File: config.mk
export PLATFORM = sky130hd
export DESIGN_NAME = timer_compare_match_unit
export DESIGN_NICKNAME = d
export VERILOG_FILES = /design/src/logic/pin_sync.v /design/src/logic/cmp_channel.v /design/src/logic/timer_compare_match_unit.v
export VERILOG_INCLUDE_DIRS = /design/src /design/src/logic
export SDC_FILE = /design/constraint.sdc
export NUM_CORES = 1
export LEC_CHECK = 0
export ABC_AREA = 1
export ABC_CLOCK_PERIOD_IN_PS = 2000
export BUFFER_PORTS_ARGS = -buffer_cell sky130_fd_sc_hd__clkbuf_2
export CORE_MARGIN = 3
export CORE_UTILIZATION = 30
export DETAILED_ROUTE_END_ITERATION = 7
export GPL_TIMING_DRIVEN = 1
export HOLD_SLACK_MARGIN = 0.06
export PLACE_DENSITY = 0.57
export SLEW_MARGIN = 5
export SYNTH_ARGS = -nofsm -noshare
export SYNTH_HDL_FRONTEND = slang
export SYNTH_SLANG_ARGS = --single-unit
File: constraint.sdc
create_clock -name clk -period 2 [get_ports clk]
set_input_delay 0.4 -clock clk [delete_from_list [all_inputs] [get_ports clk]]
set_output_delay 0.4 -clock clk [all_outputs]
set_load 0.03 [all_outputs]
File: src/logic/cmp_consts.vh
/*
 Constants of the compare match unit: register byte offsets on the
 AXI4-Lite bus, field positions, mode codes and reset values.
 Assumes inclusion by the compare unit, its channel module and the checker.
*/
`ifndef CMP_CONSTS_VH
`define CMP_CONSTS_VH

// Register byte offsets
`define OFF_CMP_CONTROL 8'h00
`define OFF_CMP_VALUE_LOW 8'h04
`define OFF_CMP_VALUE_HIGH 8'h08
`define OFF_ENH_CMP_CONTROL 8'h0C
`define OFF_ENH_CMP_VALUE_LOW 8'h10
`define OFF_ENH_CMP_VALUE_HIGH 8'h14
`define OFF_TIMER_B_CONTROL 8'h18
`define OFF_IRQ_STATUS 8'h1C
`define OFF_IRQ_ENABLE 8'h20
`define OFF_UNIT_STATUS 8'h24

// Field positions
`define CTRL_IMPL_MASK 8'h3F
`define POS_STD_TIMER_SELECT 3
`define POS_ENH_TIMER_SELECT 6
`define POS_CMP_IRQ_FLAG 0
`define POS_ENH_CMP_IRQ_FLAG 1

// Mode field codes
`define MODE_OFF 4'h0
`define MODE_TOGGLE 4'h2
`define MODE_DRIVE_HIGH 4'h8
`define MODE_DRIVE_LOW 4'h9
`define MODE_SW_IRQ 4'hA
`define MODE_SPECIAL 4'hB
`define MODE_CAPTURE_TOP 2'h1
`define MODE_COMPARE_TOP 2'h2

// Reset values
`define RST_CONTROL 8'h00
`define RST_VALUE 8'h00
`define RST_IRQ 2'h0

// Bus answers
`define RESP_OKAY 2'h0
`define RESP_SLVERR 2'h2

`endif

File: src/logic/pin_sync.v
/*
 Three-stage synchroniser for a pin input, with a filtered level and a
 one-cycle rising-edge pulse.
 Assumes the pin is asynchronous to clk; a change is accepted once the
 second and third stages agree.
*/
`timescale 1ns/10ps
module pin_sync (
   // Clock and reset
   input wire clk,
   input wire resetn,
   // Pin and result
   input wire pin,
   output reg level_q,
   output reg rise_q
);

   reg s1_q;
   reg s2_q;
   reg s3_q;

   always @(posedge clk) begin
      if (!resetn) begin
         s1_q <= 1'b0;
         s2_q <= 1'b0;
         s3_q <= 1'b0;
         level_q <= 1'b0;
         rise_q <= 1'b0;
      end else begin
         s1_q <= pin;
         s2_q <= s1_q;
         s3_q <= s2_q;
         if (s2_q == s3_q) begin
            level_q <= s3_q;
         end
         rise_q <= (s2_q == s3_q) && s3_q && !level_q;
      end
   end

endmodule

File: src/logic/cmp_channel.v
/*
 One compare channel: time base selection, match detection, compare
 output latch, special event and capture prescaler counter.
 Assumes timer counts come from logic on clk and that the mode and
 value inputs come from registers of the parent.
*/
`timescale 1ns/10ps
`include "cmp_consts.vh"
module cmp_channel (
   // Clock and reset
   input wire clk,
   input wire resetn,
   // Configuration
   input wire [3:0] mode,
   input wire [15:0] value,
   input wire sel_b,
   input wire ctrl_clear,
   // Time bases and pin side
   input wire [15:0] timer_a,
   input wire [15:0] timer_b,
   input wire io_latch,
   input wire cap_rise,
   // Results
   output wire hit,
   output wire special,
   output reg pin_q,
   output reg own_q,
   output reg [3:0] presc_q
);

   reg eq_q;
   reg latch_q;
   reg latch_d;
   reg own_d;
   wire [15:0] base;
   wire cmp_mode;
   wire eq;

   // Toggle and the 10xx codes are the compare modes
   assign cmp_mode = (mode == `MODE_TOGGLE) ||
      (mode[3:2] == `MODE_COMPARE_TOP);
   assign base = sel_b ? timer_b : timer_a; // RQ1 RQ12
   assign eq = cmp_mode && (base == value); // RQ14
   assign hit = eq && !eq_q; // RQ1
   assign special = hit && (mode == `MODE_SPECIAL); // RQ6

   always @* begin
      latch_d = latch_q;
      own_d = 1'b0;
      if (ctrl_clear) begin
         latch_d = 1'b0; // RQ4
      end else begin
         case (mode)
            `MODE_DRIVE_HIGH: begin
               own_d = 1'b1;
               if (hit) latch_d = 1'b1; // RQ2
            end
            `MODE_DRIVE_LOW: begin
               own_d = 1'b1;
               if (hit) latch_d = 1'b0; // RQ2
            end
            `MODE_TOGGLE: begin
               own_d = 1'b1;
               if (hit) latch_d = !latch_q; // RQ2
            end
            default: begin
               own_d = 1'b0; // RQ5
            end
         endcase
      end
   end

   always @(posedge clk) begin
      if (!resetn) begin
         eq_q <= 1'b0;
         latch_q <= 1'b0;
         pin_q <= 1'b0;
         own_q <= 1'b0;
         presc_q <= 4'h0;
      end else begin
         eq_q <= eq;
         latch_q <= latch_d;
         own_q <= own_d;
         pin_q <= own_d ? latch_d : io_latch; // RQ2
         if (mode[3:2] != `MODE_CAPTURE_TOP || ctrl_clear) begin
            presc_q <= 4'h0; // RQ13
         end else if (cap_rise) begin
            presc_q <= presc_q + 4'h1;
         end
      end
   end

endmodule

File: src/logic/timer_compare_match_unit.v
/*
 Compare match unit with a standard and an enhanced instance, reached
 over an AXI4-Lite slave, with sticky interrupt flags and one level
 interrupt output.
 Assumes timer counts and the port data latch come from logic on clk,
 capture pins are asynchronous, and the timers take the clear pulses.
*/
// Register access over AXI4-Lite and the address map were chosen for this implementation.
// Notes on behaviour
// RQ1 - Compare value is checked against the selected 16-bit timer count.
// RQ2 - Match drives pin high, low, toggles it, or leaves port latch.
// RQ3 - Interrupt flag is set in the cycle the match reaches the pin.
// RQ4 - Writing control to zero forces the compare output latch low.
// RQ5 - Software interrupt mode leaves pin alone; interrupt only if enabled.
// RQ6 - Special event mode pulses a trigger that clears the assigned timer.
// RQ7 - Each instance has its own compare path and its own trigger.
// RQ8 - Software runs the timer synchronously for compare to work.
// RQ9 - Software clears the pin direction bit for output to show.
// RQ10 - Software writes zero then the new mode to switch prescalers.
// RQ11 - Control top two bits read zero; duty bits five-four; mode three-zero. The enhanced control register keeps and reads all eight bits.
// RQ12 - Timer choice per instance comes from the timer select bits.
// RQ13 - Prescaler counter clears when off, not capturing, or reset.
// RQ14 - Match is checked every clock, suppressed outside compare modes.
`timescale 1ns/10ps
`include "cmp_consts.vh"
module timer_compare_match_unit (
   // Clock and reset
   input wire clk,
   input wire resetn,
   // AXI4-Lite write address
   input wire [7:0] s_axi_awaddr,
   input wire s_axi_awvalid,
   output reg s_axi_awready,
   // AXI4-Lite write data
   input wire [31:0] s_axi_wdata,
   input wire [3:0] s_axi_wstrb,
   input wire s_axi_wvalid,
   output reg s_axi_wready,
   // AXI4-Lite write response
   output reg [1:0] s_axi_bresp,
   output reg s_axi_bvalid,
   input wire s_axi_bready,
   // AXI4-Lite read address
   input wire [7:0] s_axi_araddr,
   input wire s_axi_arvalid,
   output reg s_axi_arready,
   // AXI4-Lite read data
   output reg [31:0] s_axi_rdata,
   output reg [1:0] s_axi_rresp,
   output reg s_axi_rvalid,
   input wire s_axi_rready,
   // Time bases
   input wire [15:0] timer_a,
   input wire [15:0] timer_b,
   output reg timer_a_clear,
   output reg timer_b_clear,
   // Standard instance pin side
   input wire cmp_io_latch,
   input wire cmp_capture_pin,
   output wire compare_out_pin,
   output wire compare_out_own,
   output reg cmp_special_event,
   // Enhanced instance pin side
   input wire enh_io_latch,
   input wire enh_capture_pin,
   output wire enh_compare_out_pin,
   output wire enh_compare_out_own,
   output reg enh_special_event,
   // Interrupt
   output reg irq
);

   // Register file
   reg [7:0] cmp_control_q;
   reg [7:0] cmp_value_low_q;
   reg [7:0] cmp_value_high_q;
   reg [7:0] enh_cmp_control_q;
   reg [7:0] enh_cmp_value_low_q;
   reg [7:0] enh_cmp_value_high_q;
   reg std_timer_select_q;
   reg enh_timer_select_q;
   reg [1:0] irq_status_q;
   reg [1:0] irq_enable_q;
   reg [1:0] irq_status_d;

   // Bus state
   reg aw_full_q;
   reg [7:0] aw_addr_q;
   reg w_full_q;
   reg [31:0] w_data_q;
   reg [3:0] w_strb_q;
   reg aw_full_d;
   reg w_full_d;
   reg bvalid_d;
   reg rvalid_d;

   wire aw_take;
   wire w_take;
   wire ar_take;
   wire do_write;
   wire wr_lane0;
   wire [7:0] wbyte;
   wire cmp_ctrl_clear;
   wire enh_ctrl_clear;

   // Channel results
   wire cmp_hit;
   wire cmp_special;
   wire enh_hit;
   wire enh_special;
   wire [3:0] cmp_presc;
   wire [3:0] enh_presc;
   wire cmp_cap_rise;
   wire enh_cap_rise;

   // Known register offsets
   function mapped;
      input [7:0] a;
      begin
         case (a)
            `OFF_CMP_CONTROL, `OFF_CMP_VALUE_LOW, `OFF_CMP_VALUE_HIGH,
            `OFF_ENH_CMP_CONTROL, `OFF_ENH_CMP_VALUE_LOW,
            `OFF_ENH_CMP_VALUE_HIGH, `OFF_TIMER_B_CONTROL,
            `OFF_IRQ_STATUS, `OFF_IRQ_ENABLE, `OFF_UNIT_STATUS:
               mapped = 1'b1;
            default:
               mapped = 1'b0;
         endcase
      end
   endfunction

   // Write strobe for one register of the pending write
   function wr_hit;
      input [7:0] a;
      input [7:0] target;
      input go;
      begin
         wr_hit = go && (a == target);
      end
   endfunction

   // Read data for an offset; unmapped offsets read zero
   function [31:0] rd_mux;
      input [7:0] a;
      begin
         case (a)
            `OFF_CMP_CONTROL:
               rd_mux = {24'h000000, cmp_control_q & `CTRL_IMPL_MASK};
            `OFF_CMP_VALUE_LOW:
               rd_mux = {24'h000000, cmp_value_low_q};
            `OFF_CMP_VALUE_HIGH:
               rd_mux = {24'h000000, cmp_value_high_q};
            `OFF_ENH_CMP_CONTROL:
               rd_mux = {24'h000000, enh_cmp_control_q};
            `OFF_ENH_CMP_VALUE_LOW:
               rd_mux = {24'h000000, enh_cmp_value_low_q};
            `OFF_ENH_CMP_VALUE_HIGH:
               rd_mux = {24'h000000, enh_cmp_value_high_q};
            `OFF_TIMER_B_CONTROL:
               rd_mux = {25'h0000000, enh_timer_select_q, 2'h0,
                  std_timer_select_q, 3'h0};
            `OFF_IRQ_STATUS:
               rd_mux = {30'h00000000, irq_status_q};
            `OFF_IRQ_ENABLE:
               rd_mux = {30'h00000000, irq_enable_q};
            `OFF_UNIT_STATUS:
               rd_mux = {20'h00000, enh_presc, cmp_presc,
                  enh_compare_out_own, enh_compare_out_pin,
                  compare_out_own, compare_out_pin};
            default:
               rd_mux = 32'h00000000;
         endcase
      end
   endfunction

   assign aw_take = s_axi_awvalid && s_axi_awready;
   assign w_take = s_axi_wvalid && s_axi_wready;
   assign ar_take = s_axi_arvalid && s_axi_arready;
   assign do_write = aw_full_q && w_full_q && !s_axi_bvalid;
   assign wr_lane0 = do_write && w_strb_q[0];
   assign wbyte = w_data_q[7:0];
   assign cmp_ctrl_clear = wr_hit(aw_addr_q, `OFF_CMP_CONTROL, wr_lane0) &&
      (wbyte & `CTRL_IMPL_MASK) == 8'h00;
   assign enh_ctrl_clear =
      wr_hit(aw_addr_q, `OFF_ENH_CMP_CONTROL, wr_lane0) && wbyte == 8'h00;

   always @* begin
      aw_full_d = do_write ? 1'b0 : (aw_full_q || aw_take);
      w_full_d = do_write ? 1'b0 : (w_full_q || w_take);
      bvalid_d = do_write ? 1'b1 : (s_axi_bvalid && !s_axi_bready);
      rvalid_d = ar_take ? 1'b1 : (s_axi_rvalid && !s_axi_rready);
   end

   // Write channels, taken in either order, answered after both
   always @(posedge clk) begin
      if (!resetn) begin
         aw_full_q <= 1'b0;
         aw_addr_q <= 8'h00;
         w_full_q <= 1'b0;
         w_data_q <= 32'h00000000;
         w_strb_q <= 4'h0;
         s_axi_awready <= 1'b0;
         s_axi_wready <= 1'b0;
         s_axi_bvalid <= 1'b0;
         s_axi_bresp <= `RESP_OKAY;
      end else begin
         if (aw_take) begin
            aw_addr_q <= {s_axi_awaddr[7:2], 2'b00};
         end
         if (w_take) begin
            w_data_q <= s_axi_wdata;
            w_strb_q <= s_axi_wstrb;
         end
         aw_full_q <= aw_full_d;
         w_full_q <= w_full_d;
         s_axi_bvalid <= bvalid_d;
         s_axi_awready <= !aw_full_d && !bvalid_d;
         s_axi_wready <= !w_full_d && !bvalid_d;
         if (do_write) begin
            s_axi_bresp <= mapped(aw_addr_q) ? `RESP_OKAY : `RESP_SLVERR;
         end
      end
   end

   // Read channel, answered one cycle after the address is taken
   always @(posedge clk) begin
      if (!resetn) begin
         s_axi_arready <= 1'b0;
         s_axi_rvalid <= 1'b0;
         s_axi_rdata <= 32'h00000000;
         s_axi_rresp <= `RESP_OKAY;
      end else begin
         s_axi_rvalid <= rvalid_d;
         s_axi_arready <= !rvalid_d;
         if (ar_take) begin
            s_axi_rdata <= rd_mux({s_axi_araddr[7:2], 2'b00});
            s_axi_rresp <= mapped({s_axi_araddr[7:2], 2'b00}) ?
               `RESP_OKAY : `RESP_SLVERR;
         end
      end
   end

   // Configuration registers
   always @(posedge clk) begin
      if (!resetn) begin
         cmp_control_q <= `RST_CONTROL;
         cmp_value_low_q <= `RST_VALUE;
         cmp_value_high_q <= `RST_VALUE;
         enh_cmp_control_q <= `RST_CONTROL;
         enh_cmp_value_low_q <= `RST_VALUE;
         enh_cmp_value_high_q <= `RST_VALUE;
         std_timer_select_q <= 1'b0;
         enh_timer_select_q <= 1'b0;
         irq_enable_q <= `RST_IRQ;
      end else begin
         if (wr_hit(aw_addr_q, `OFF_CMP_CONTROL, wr_lane0)) begin
            cmp_control_q <= wbyte & `CTRL_IMPL_MASK; // RQ11
         end
         if (wr_hit(aw_addr_q, `OFF_CMP_VALUE_LOW, wr_lane0)) begin
            cmp_value_low_q <= wbyte;
         end
         if (wr_hit(aw_addr_q, `OFF_CMP_VALUE_HIGH, wr_lane0)) begin
            cmp_value_high_q <= wbyte;
         end
         if (wr_hit(aw_addr_q, `OFF_ENH_CMP_CONTROL, wr_lane0)) begin
            enh_cmp_control_q <= wbyte;
         end
         if (wr_hit(aw_addr_q, `OFF_ENH_CMP_VALUE_LOW, wr_lane0)) begin
            enh_cmp_value_low_q <= wbyte;
         end
         if (wr_hit(aw_addr_q, `OFF_ENH_CMP_VALUE_HIGH, wr_lane0)) begin
            enh_cmp_value_high_q <= wbyte;
         end
         if (wr_hit(aw_addr_q, `OFF_TIMER_B_CONTROL, wr_lane0)) begin
            std_timer_select_q <= wbyte[`POS_STD_TIMER_SELECT]; // RQ12
            enh_timer_select_q <= wbyte[`POS_ENH_TIMER_SELECT]; // RQ12
         end
         if (wr_hit(aw_addr_q, `OFF_IRQ_ENABLE, wr_lane0)) begin
            irq_enable_q <= wbyte[1:0];
         end
      end
   end

   // Sticky flags: a match in the clearing cycle keeps its flag set
   always @* begin
      irq_status_d = irq_status_q;
      if (wr_hit(aw_addr_q, `OFF_IRQ_STATUS, wr_lane0)) begin
         irq_status_d = irq_status_q & ~wbyte[1:0];
      end
      if (cmp_hit) begin
         irq_status_d[`POS_CMP_IRQ_FLAG] = 1'b1; // RQ3
      end
      if (enh_hit) begin
         irq_status_d[`POS_ENH_CMP_IRQ_FLAG] = 1'b1; // RQ3
      end
   end

   always @(posedge clk) begin
      if (!resetn) begin
         irq_status_q <= `RST_IRQ;
         irq <= 1'b0;
         cmp_special_event <= 1'b0;
         enh_special_event <= 1'b0;
         timer_a_clear <= 1'b0;
         timer_b_clear <= 1'b0;
      end else begin
         irq_status_q <= irq_status_d;
         irq <= |(irq_status_d & irq_enable_q); // RQ5
         cmp_special_event <= cmp_special; // RQ7
         enh_special_event <= enh_special; // RQ7
         timer_a_clear <= (cmp_special && !std_timer_select_q) ||
            (enh_special && !enh_timer_select_q); // RQ6 RQ7
         timer_b_clear <= (cmp_special && std_timer_select_q) ||
            (enh_special && enh_timer_select_q); // RQ6 RQ7
      end
   end

   pin_sync u_cmp_cap_sync (
      .clk(clk),
      .resetn(resetn),
      .pin(cmp_capture_pin),
      .level_q(),
      .rise_q(cmp_cap_rise)
   );

   pin_sync u_enh_cap_sync (
      .clk(clk),
      .resetn(resetn),
      .pin(enh_capture_pin),
      .level_q(),
      .rise_q(enh_cap_rise)
   );

   cmp_channel u_cmp (
      .clk(clk),
      .resetn(resetn),
      .mode(cmp_control_q[3:0]),
      .value({cmp_value_high_q, cmp_value_low_q}),
      .sel_b(std_timer_select_q),
      .ctrl_clear(cmp_ctrl_clear),
      .timer_a(timer_a),
      .timer_b(timer_b),
      .io_latch(cmp_io_latch),
      .cap_rise(cmp_cap_rise),
      .hit(cmp_hit),
      .special(cmp_special),
      .pin_q(compare_out_pin),
      .own_q(compare_out_own),
      .presc_q(cmp_presc)
   );

   cmp_channel u_enh (
      .clk(clk),
      .resetn(resetn),
      .mode(enh_cmp_control_q[3:0]),
      .value({enh_cmp_value_high_q, enh_cmp_value_low_q}),
      .sel_b(enh_timer_select_q),
      .ctrl_clear(enh_ctrl_clear),
      .timer_a(timer_a),
      .timer_b(timer_b),
      .io_latch(enh_io_latch),
      .cap_rise(enh_cap_rise),
      .hit(enh_hit),
      .special(enh_special),
      .pin_q(enh_compare_out_pin),
      .own_q(enh_compare_out_own),
      .presc_q(enh_presc)
   );

endmodule

==> out/qor.log <==
qor: run_status.violations setup timing
qor: global_route.globalRouteTotalUtil 0.185
qor: sta.final_critical_path_setup_slack -0.277 ns
qor: worst_setup_path.cp_num_buf_inv 2
qor: placed_design.place.detailed.instances 1402
qor: worst_setup_path.reg2reg_from std_timer_select_q
qor: worst_setup_path.crit_path_max_incr_delay 0.41 ns
qor: detailed_routing.remaining_drc_errors 0
qor: synth.postSynth.topFlopCell sky130_fd_sc_hd__dfxtp_1
qor: global_route.grt_busiest_layer met2
qor: worst_setup_path.path_delay_family simple AND/OR/NAND/NOR gates
qor: global_route.grt_total_ovfl 0
qor: sta.timing_max_transition_violations_final 0
qor: pwr.power_per_cell_area 693 nW/um^2
qor: cts.tritoncts yes
qor: cts.clockBufferDepth 2
qor: worst_setup_path.critPathCaptureType register
qor: floorplanning.floorplan.initialDensity 0.307
qor: cts.cts-root-buf sky130_fd_sc_hd__clkbuf_16
qor: placed_design.place.gp.congestion 0.924
qor: sta.rsz0062_at_grt yes
qor: worst_setup_path.endpoint u_cmp.pin_q
qor: floorplanning.die_height 153 um
qor: floorplanning.ios 145
qor: sta.maxClockFrequency 439 MHz
qor: placed_design.dpl.hpwl 17.2 mm
qor: finish.insertedDiodeCount 0
qor: sta.setup_violations 4
qor: cts.clock_sinks 119
qor: pwr.sw_pwr 1.64 mW
qor: global_route.grtUsageMet2 0.294
qor: synth.synthesis.area_per_instance 6.77 um^2
qor: floorplanning.design.die.area 23400 um^2
qor: floorplanning.placeableCoreArea 21100 um^2
qor: floorplanning.die_x 153 um
qor: sta.max-slew-margin-rel 0.631
qor: synth.combinational_family_with_the_most_area_after_synthesis simple AND/OR/NAND/NOR gates
qor: run_status.run_status finished, violations left
qor: global_route.first_global_vias 6318
qor: sta.totalNegativeSetupSlack -1.02 ns
qor: hold_path.hold_path_depth 3
qor: cts.tritoncts.num_buffers 17
qor: pwr.fraction_of_power_spent_switching_nets 0.267
qor: synth.adder_and_majority_cell_fraction_of_the_synthesized_area 0.0155
qor: worst_setup_path.crit_path_cell_trace clkbuf_16, nand2_2, nand2_1, nand2_1, nand2_1, nor2_1, nand3b_1, nor2_4, nand2_4, buf_6, ha_4, a21oi_2, o311ai_2, o21ai_1, nor2_1
qor: hold_path.hold_path.class primary input to register
qor: worst_setup_path.critPathMostFrequentCell sky130_fd_sc_hd__nand2_1
qor: worst_setup_path.worst_r2r_path_depth 15
qor: cts.clock_insertion_delay_worst_skew 0.42 ns
qor: detailed_routing.detailroute.via_count 6867
qor: synth.yosys.area_share.xor_xnor 0.00542
qor: placed_design.detailed_place.area 7880 um^2
qor: sta.slew_at_the_pin_closest_to_its_max_slew_limit 0.547 ns
qor: global_route.grt_max_degree 47
qor: worst_setup_path.critPathKind register to register
qor: pwr.power.leakage 4.01 nW
qor: pwr.share_clk_of_total_power 0.494
qor: synth.ys_warn_count 0
qor: pwr.combinational_share_of_power 0.105
qor: synth.count_of_mapped_cells_out_of_synthesis 956
qor: finish.final_net_count 1261
qor: detailed_routing.route.final.wire_length 22.4 mm
qor: global_route.use_met3 0.0374
qor: finish.final_cells 1446
qor: pwr.p_int 4.50 mW
qor: worst_setup_path.cp_data_required_time 2.31 ns
qor: synth.yosys.cell_types.count 48
qor: pwr.power.ir.vdd_worst 0.000686 V
qor: sta.final_hold_viol_count 0
qor: worst_setup_path.worst-path-max-fanout 7
qor: synth.synth_compound_area_frac 0.176
qor: worst_setup_path.r2r_setup_slack -0.28 ns
qor: detailed_routing.vias_per_cell 4.75
qor: detailed_routing.avgRoutedWirePerCell 15.5 um
qor: global_route.grt.met1_usage 0.248
qor: worst_setup_path.timing.critical_path.from_type register
qor: synth.number_of_flops_mapped_to_enable_cells_by_yosys 0
qor: placed_design.numPortBuffers 91
qor: worst_setup_path.arrival 2.59 ns
qor: detailed_routing.detailedRoute.firstPassIterationCount 4
qor: synth.synth-seq-cells 119
qor: worst_setup_path.timing.critical_path.from std_timer_select_q
qor: sta.layout_worst_path_cycle_share 1.14
qor: floorplanning.rows 53
qor: finish.area_growth_syn_to_fin 37.1%
qor: job.drv.max_cap_violation_count 0
qor: finish.final_cell_mix sky130_fd_sc_hd__nand2_1 (210), sky130_fd_sc_hd__dfxtp_1 (117), sky130_fd_sc_hd__inv_1 (111)
qor: finish.fill_cells 2251
qor: detailed_routing.drt.antenna.violating_nets 0
qor: finish.final_cell_area 8870 um^2
qor: sta.period_needed 2.28 ns
qor: global_route.antenna_violations_before_repair 0
qor: finish.drive_gt1_frac 0.291
qor: detailed_routing.initialDrtViolationCount 390
qor: synth.synthMuxAreaShare 0.00309
qor: cts.cts_max_level 4
qor: cts.clk_pin_slew_worst_paths 0.06 ns
qor: worst_setup_path.critical_path_cell_count 15
qor: pwr.seq_power_share 0.401
qor: worst_setup_path.r2r-end u_cmp.pin_q
qor: sta.holdWs 0.163 ns
qor: synth.synth_async_sr_flop_share 0
qor: synth.synth_simple_gate_area_frac 0.310
qor: synth.synth-seq-area-share 0.368
qor: sta.worst_case_clock_skew 0.00992 ns
qor: finish.most_common_cell_after_layout_fill_and_taps_aside sky130_fd_sc_hd__nand2_1
qor: global_route.grt_pass1_wl 34.0 mm
qor: synth.syn_area 6470 um^2
qor: worst_setup_path.critical-path-slowest-cell sky130_fd_sc_hd__dfxtp_4
==> how the worst min path moves through the flow <==
| stage | start | endpoint | slack (ns) |
|---|---|---|---|
| global route | enh_capture_pin | u_enh_cap_sync.s1_q | 0.18 |
| finish | enh_capture_pin | u_enh_cap_sync.s1_q | 0.16 |
| global placement | u_enh_cap_sync.level_q | u_enh_cap_sync.rise_q | 0.40 |
| CTS | enh_capture_pin | u_enh_cap_sync.s1_q | 0.15 |
| floorplan | u_cmp_cap_sync.level_q | u_cmp_cap_sync.rise_q | 0.39 |
| detailed placement | u_enh_cap_sync.s1_q | u_enh_cap_sync.s2_q | 0.40 |
==> stage by stage <==
stage / power, mW / utilization / worst slack [ns]
6_report: 6.14 / 0.421 / -0.277
5_1_grt: 6.37 / 0.421 / -0.461
4_1_cts: 6.18 / 0.406 / -0.265
3_5_place_dp: 3.13 / 0.373 / -0.411
3_3_place_gp: 3.13 / 0.373 / -0.385
2_1_floorplan: 2.91 / - / -0.117
==> area by class of cell <==
class | instances | area (um^2) | share of cell area
clock inverter | 14 | 149 | 0.0168
multi-input combinational | 687 | 3600 | 0.406
timing repair buffer | 213 | 1480 | 0.167
sequential | 119 | 2390 | 0.269
clock buffer | 18 | 439 | 0.0495
tap | 275 | 344 | 0.0388
inverter | 120 | 463 | 0.0522
==> worst register-to-register path: stages (launching register included) <==
cell and delay (ns):
sky130_fd_sc_hd__dfxtp_4 0.41, sky130_fd_sc_hd__clkbuf_16 0.17, sky130_fd_sc_hd__nand2_2 0.09, sky130_fd_sc_hd__nand2_1 0.08
sky130_fd_sc_hd__nand2_1 0.09, sky130_fd_sc_hd__nand2_1 0.06, sky130_fd_sc_hd__nor2_1 0.11, sky130_fd_sc_hd__nand3b_1 0.19
sky130_fd_sc_hd__nor2_4 0.18, sky130_fd_sc_hd__nand2_4 0.08, sky130_fd_sc_hd__buf_6 0.12, sky130_fd_sc_hd__ha_4 0.14
sky130_fd_sc_hd__a21oi_2 0.14, sky130_fd_sc_hd__o311ai_2 0.10, sky130_fd_sc_hd__o21ai_1 0.15, sky130_fd_sc_hd__nor2_1 0.05
==> synthesized netlist by cell type (2+ instances only) <==
library cell / count / area (um^2)
sky130_fd_sc_hd__nand2_1: 240 / 901
sky130_fd_sc_hd__dfxtp_1: 119 / 2380
sky130_fd_sc_hd__inv_1: 111 / 417
sky130_fd_sc_hd__nor2_1: 109 / 409
sky130_fd_sc_hd__a21oi_1: 83 / 415
sky130_fd_sc_hd__o21ai_0: 69 / 345
sky130_fd_sc_hd__nand3_1: 37 / 185
sky130_fd_sc_hd__buf_4: 28 / 210
sky130_fd_sc_hd__nand4_1: 20 / 125
sky130_fd_sc_hd__clkbuf_1: 15 / 56.3
sky130_fd_sc_hd__a211oi_1: 13 / 97.6
sky130_fd_sc_hd__nor3_1: 13 / 65.1
sky130_fd_sc_hd__o211ai_1: 9 / 67.6
sky130_fd_sc_hd__ha_1: 8 / 100
sky130_fd_sc_hd__nand2_2: 7 / 43.8
sky130_fd_sc_hd__a211oi_2: 6 / 75.1
sky130_fd_sc_hd__a22oi_1: 6 / 45.0
sky130_fd_sc_hd__buf_2: 4 / 20.0
sky130_fd_sc_hd__buf_6: 4 / 45.0
sky130_fd_sc_hd__clkinv_1: 4 / 15.0
sky130_fd_sc_hd__inv_2: 4 / 15.0
sky130_fd_sc_hd__nor2_4: 4 / 45.0
sky130_fd_sc_hd__nor3_4: 4 / 65.1
sky130_fd_sc_hd__o21ai_1: 4 / 20.0
sky130_fd_sc_hd__nand3b_1: 3 / 22.5
sky130_fd_sc_hd__nor2_2: 3 / 18.8
sky130_fd_sc_hd__xor2_1: 3 / 26.3
sky130_fd_sc_hd__and3_1: 2 / 12.5
sky130_fd_sc_hd__mux2i_1: 2 / 20.0
sky130_fd_sc_hd__nand3_2: 2 / 20.0
sky130_fd_sc_hd__nor4_1: 2 / 12.5
sky130_fd_sc_hd__o21a_1: 2 / 15.0
==> kinds of logic (layout without fill, tap and decap cells) <==
logic type,after synthesis,after routing
muxes,2,2
buffers and inverters,171,365
and+or+nand+nor,452,452
DFF,119,119
adders and majority gates,8,8
AOI/OAI and AO/OA,199,199
other,1,22
xor gates and xnor gates,4,4
==> flip-flops by register name (all words and copies together), names as in the netlist, 8 cells and up <==
register and cells:
enh_cmp_control_q 8, cmp_value_high_q 8, w_data_q 8, enh_cmp_value_low_q 8, cmp_value_low_q 8, enh_cmp_value_high_q 8, s_axi_rdata 12
==> what timing repair did <==
action                                  CTS  global route
gates resized for setup                  22            54
pin swaps                                 4            15
buffers inserted                          2             6
cloned                                    0             4
endpoints found under the setup margin    4             4
hold buffers                              0             0
==> power groups by stage <==
stage	registers, mW	clock network, mW	logic [mW]
detailed placement	2.52	0	0.617
global route	2.47	3.20	0.703
finish	2.46	3.04	0.643
global placement	2.52	0	0.615
floorplan	2.53	0	0.373
CTS	2.46	3.09	0.623
==> routing by layer <==
layer  share of wire  vias up
met5               0        -
met4           0.030        0
met3           0.073       38
met2            0.45      247
met1            0.45     3091
li1                -     3491
Power figures use the tool's default switching activity.
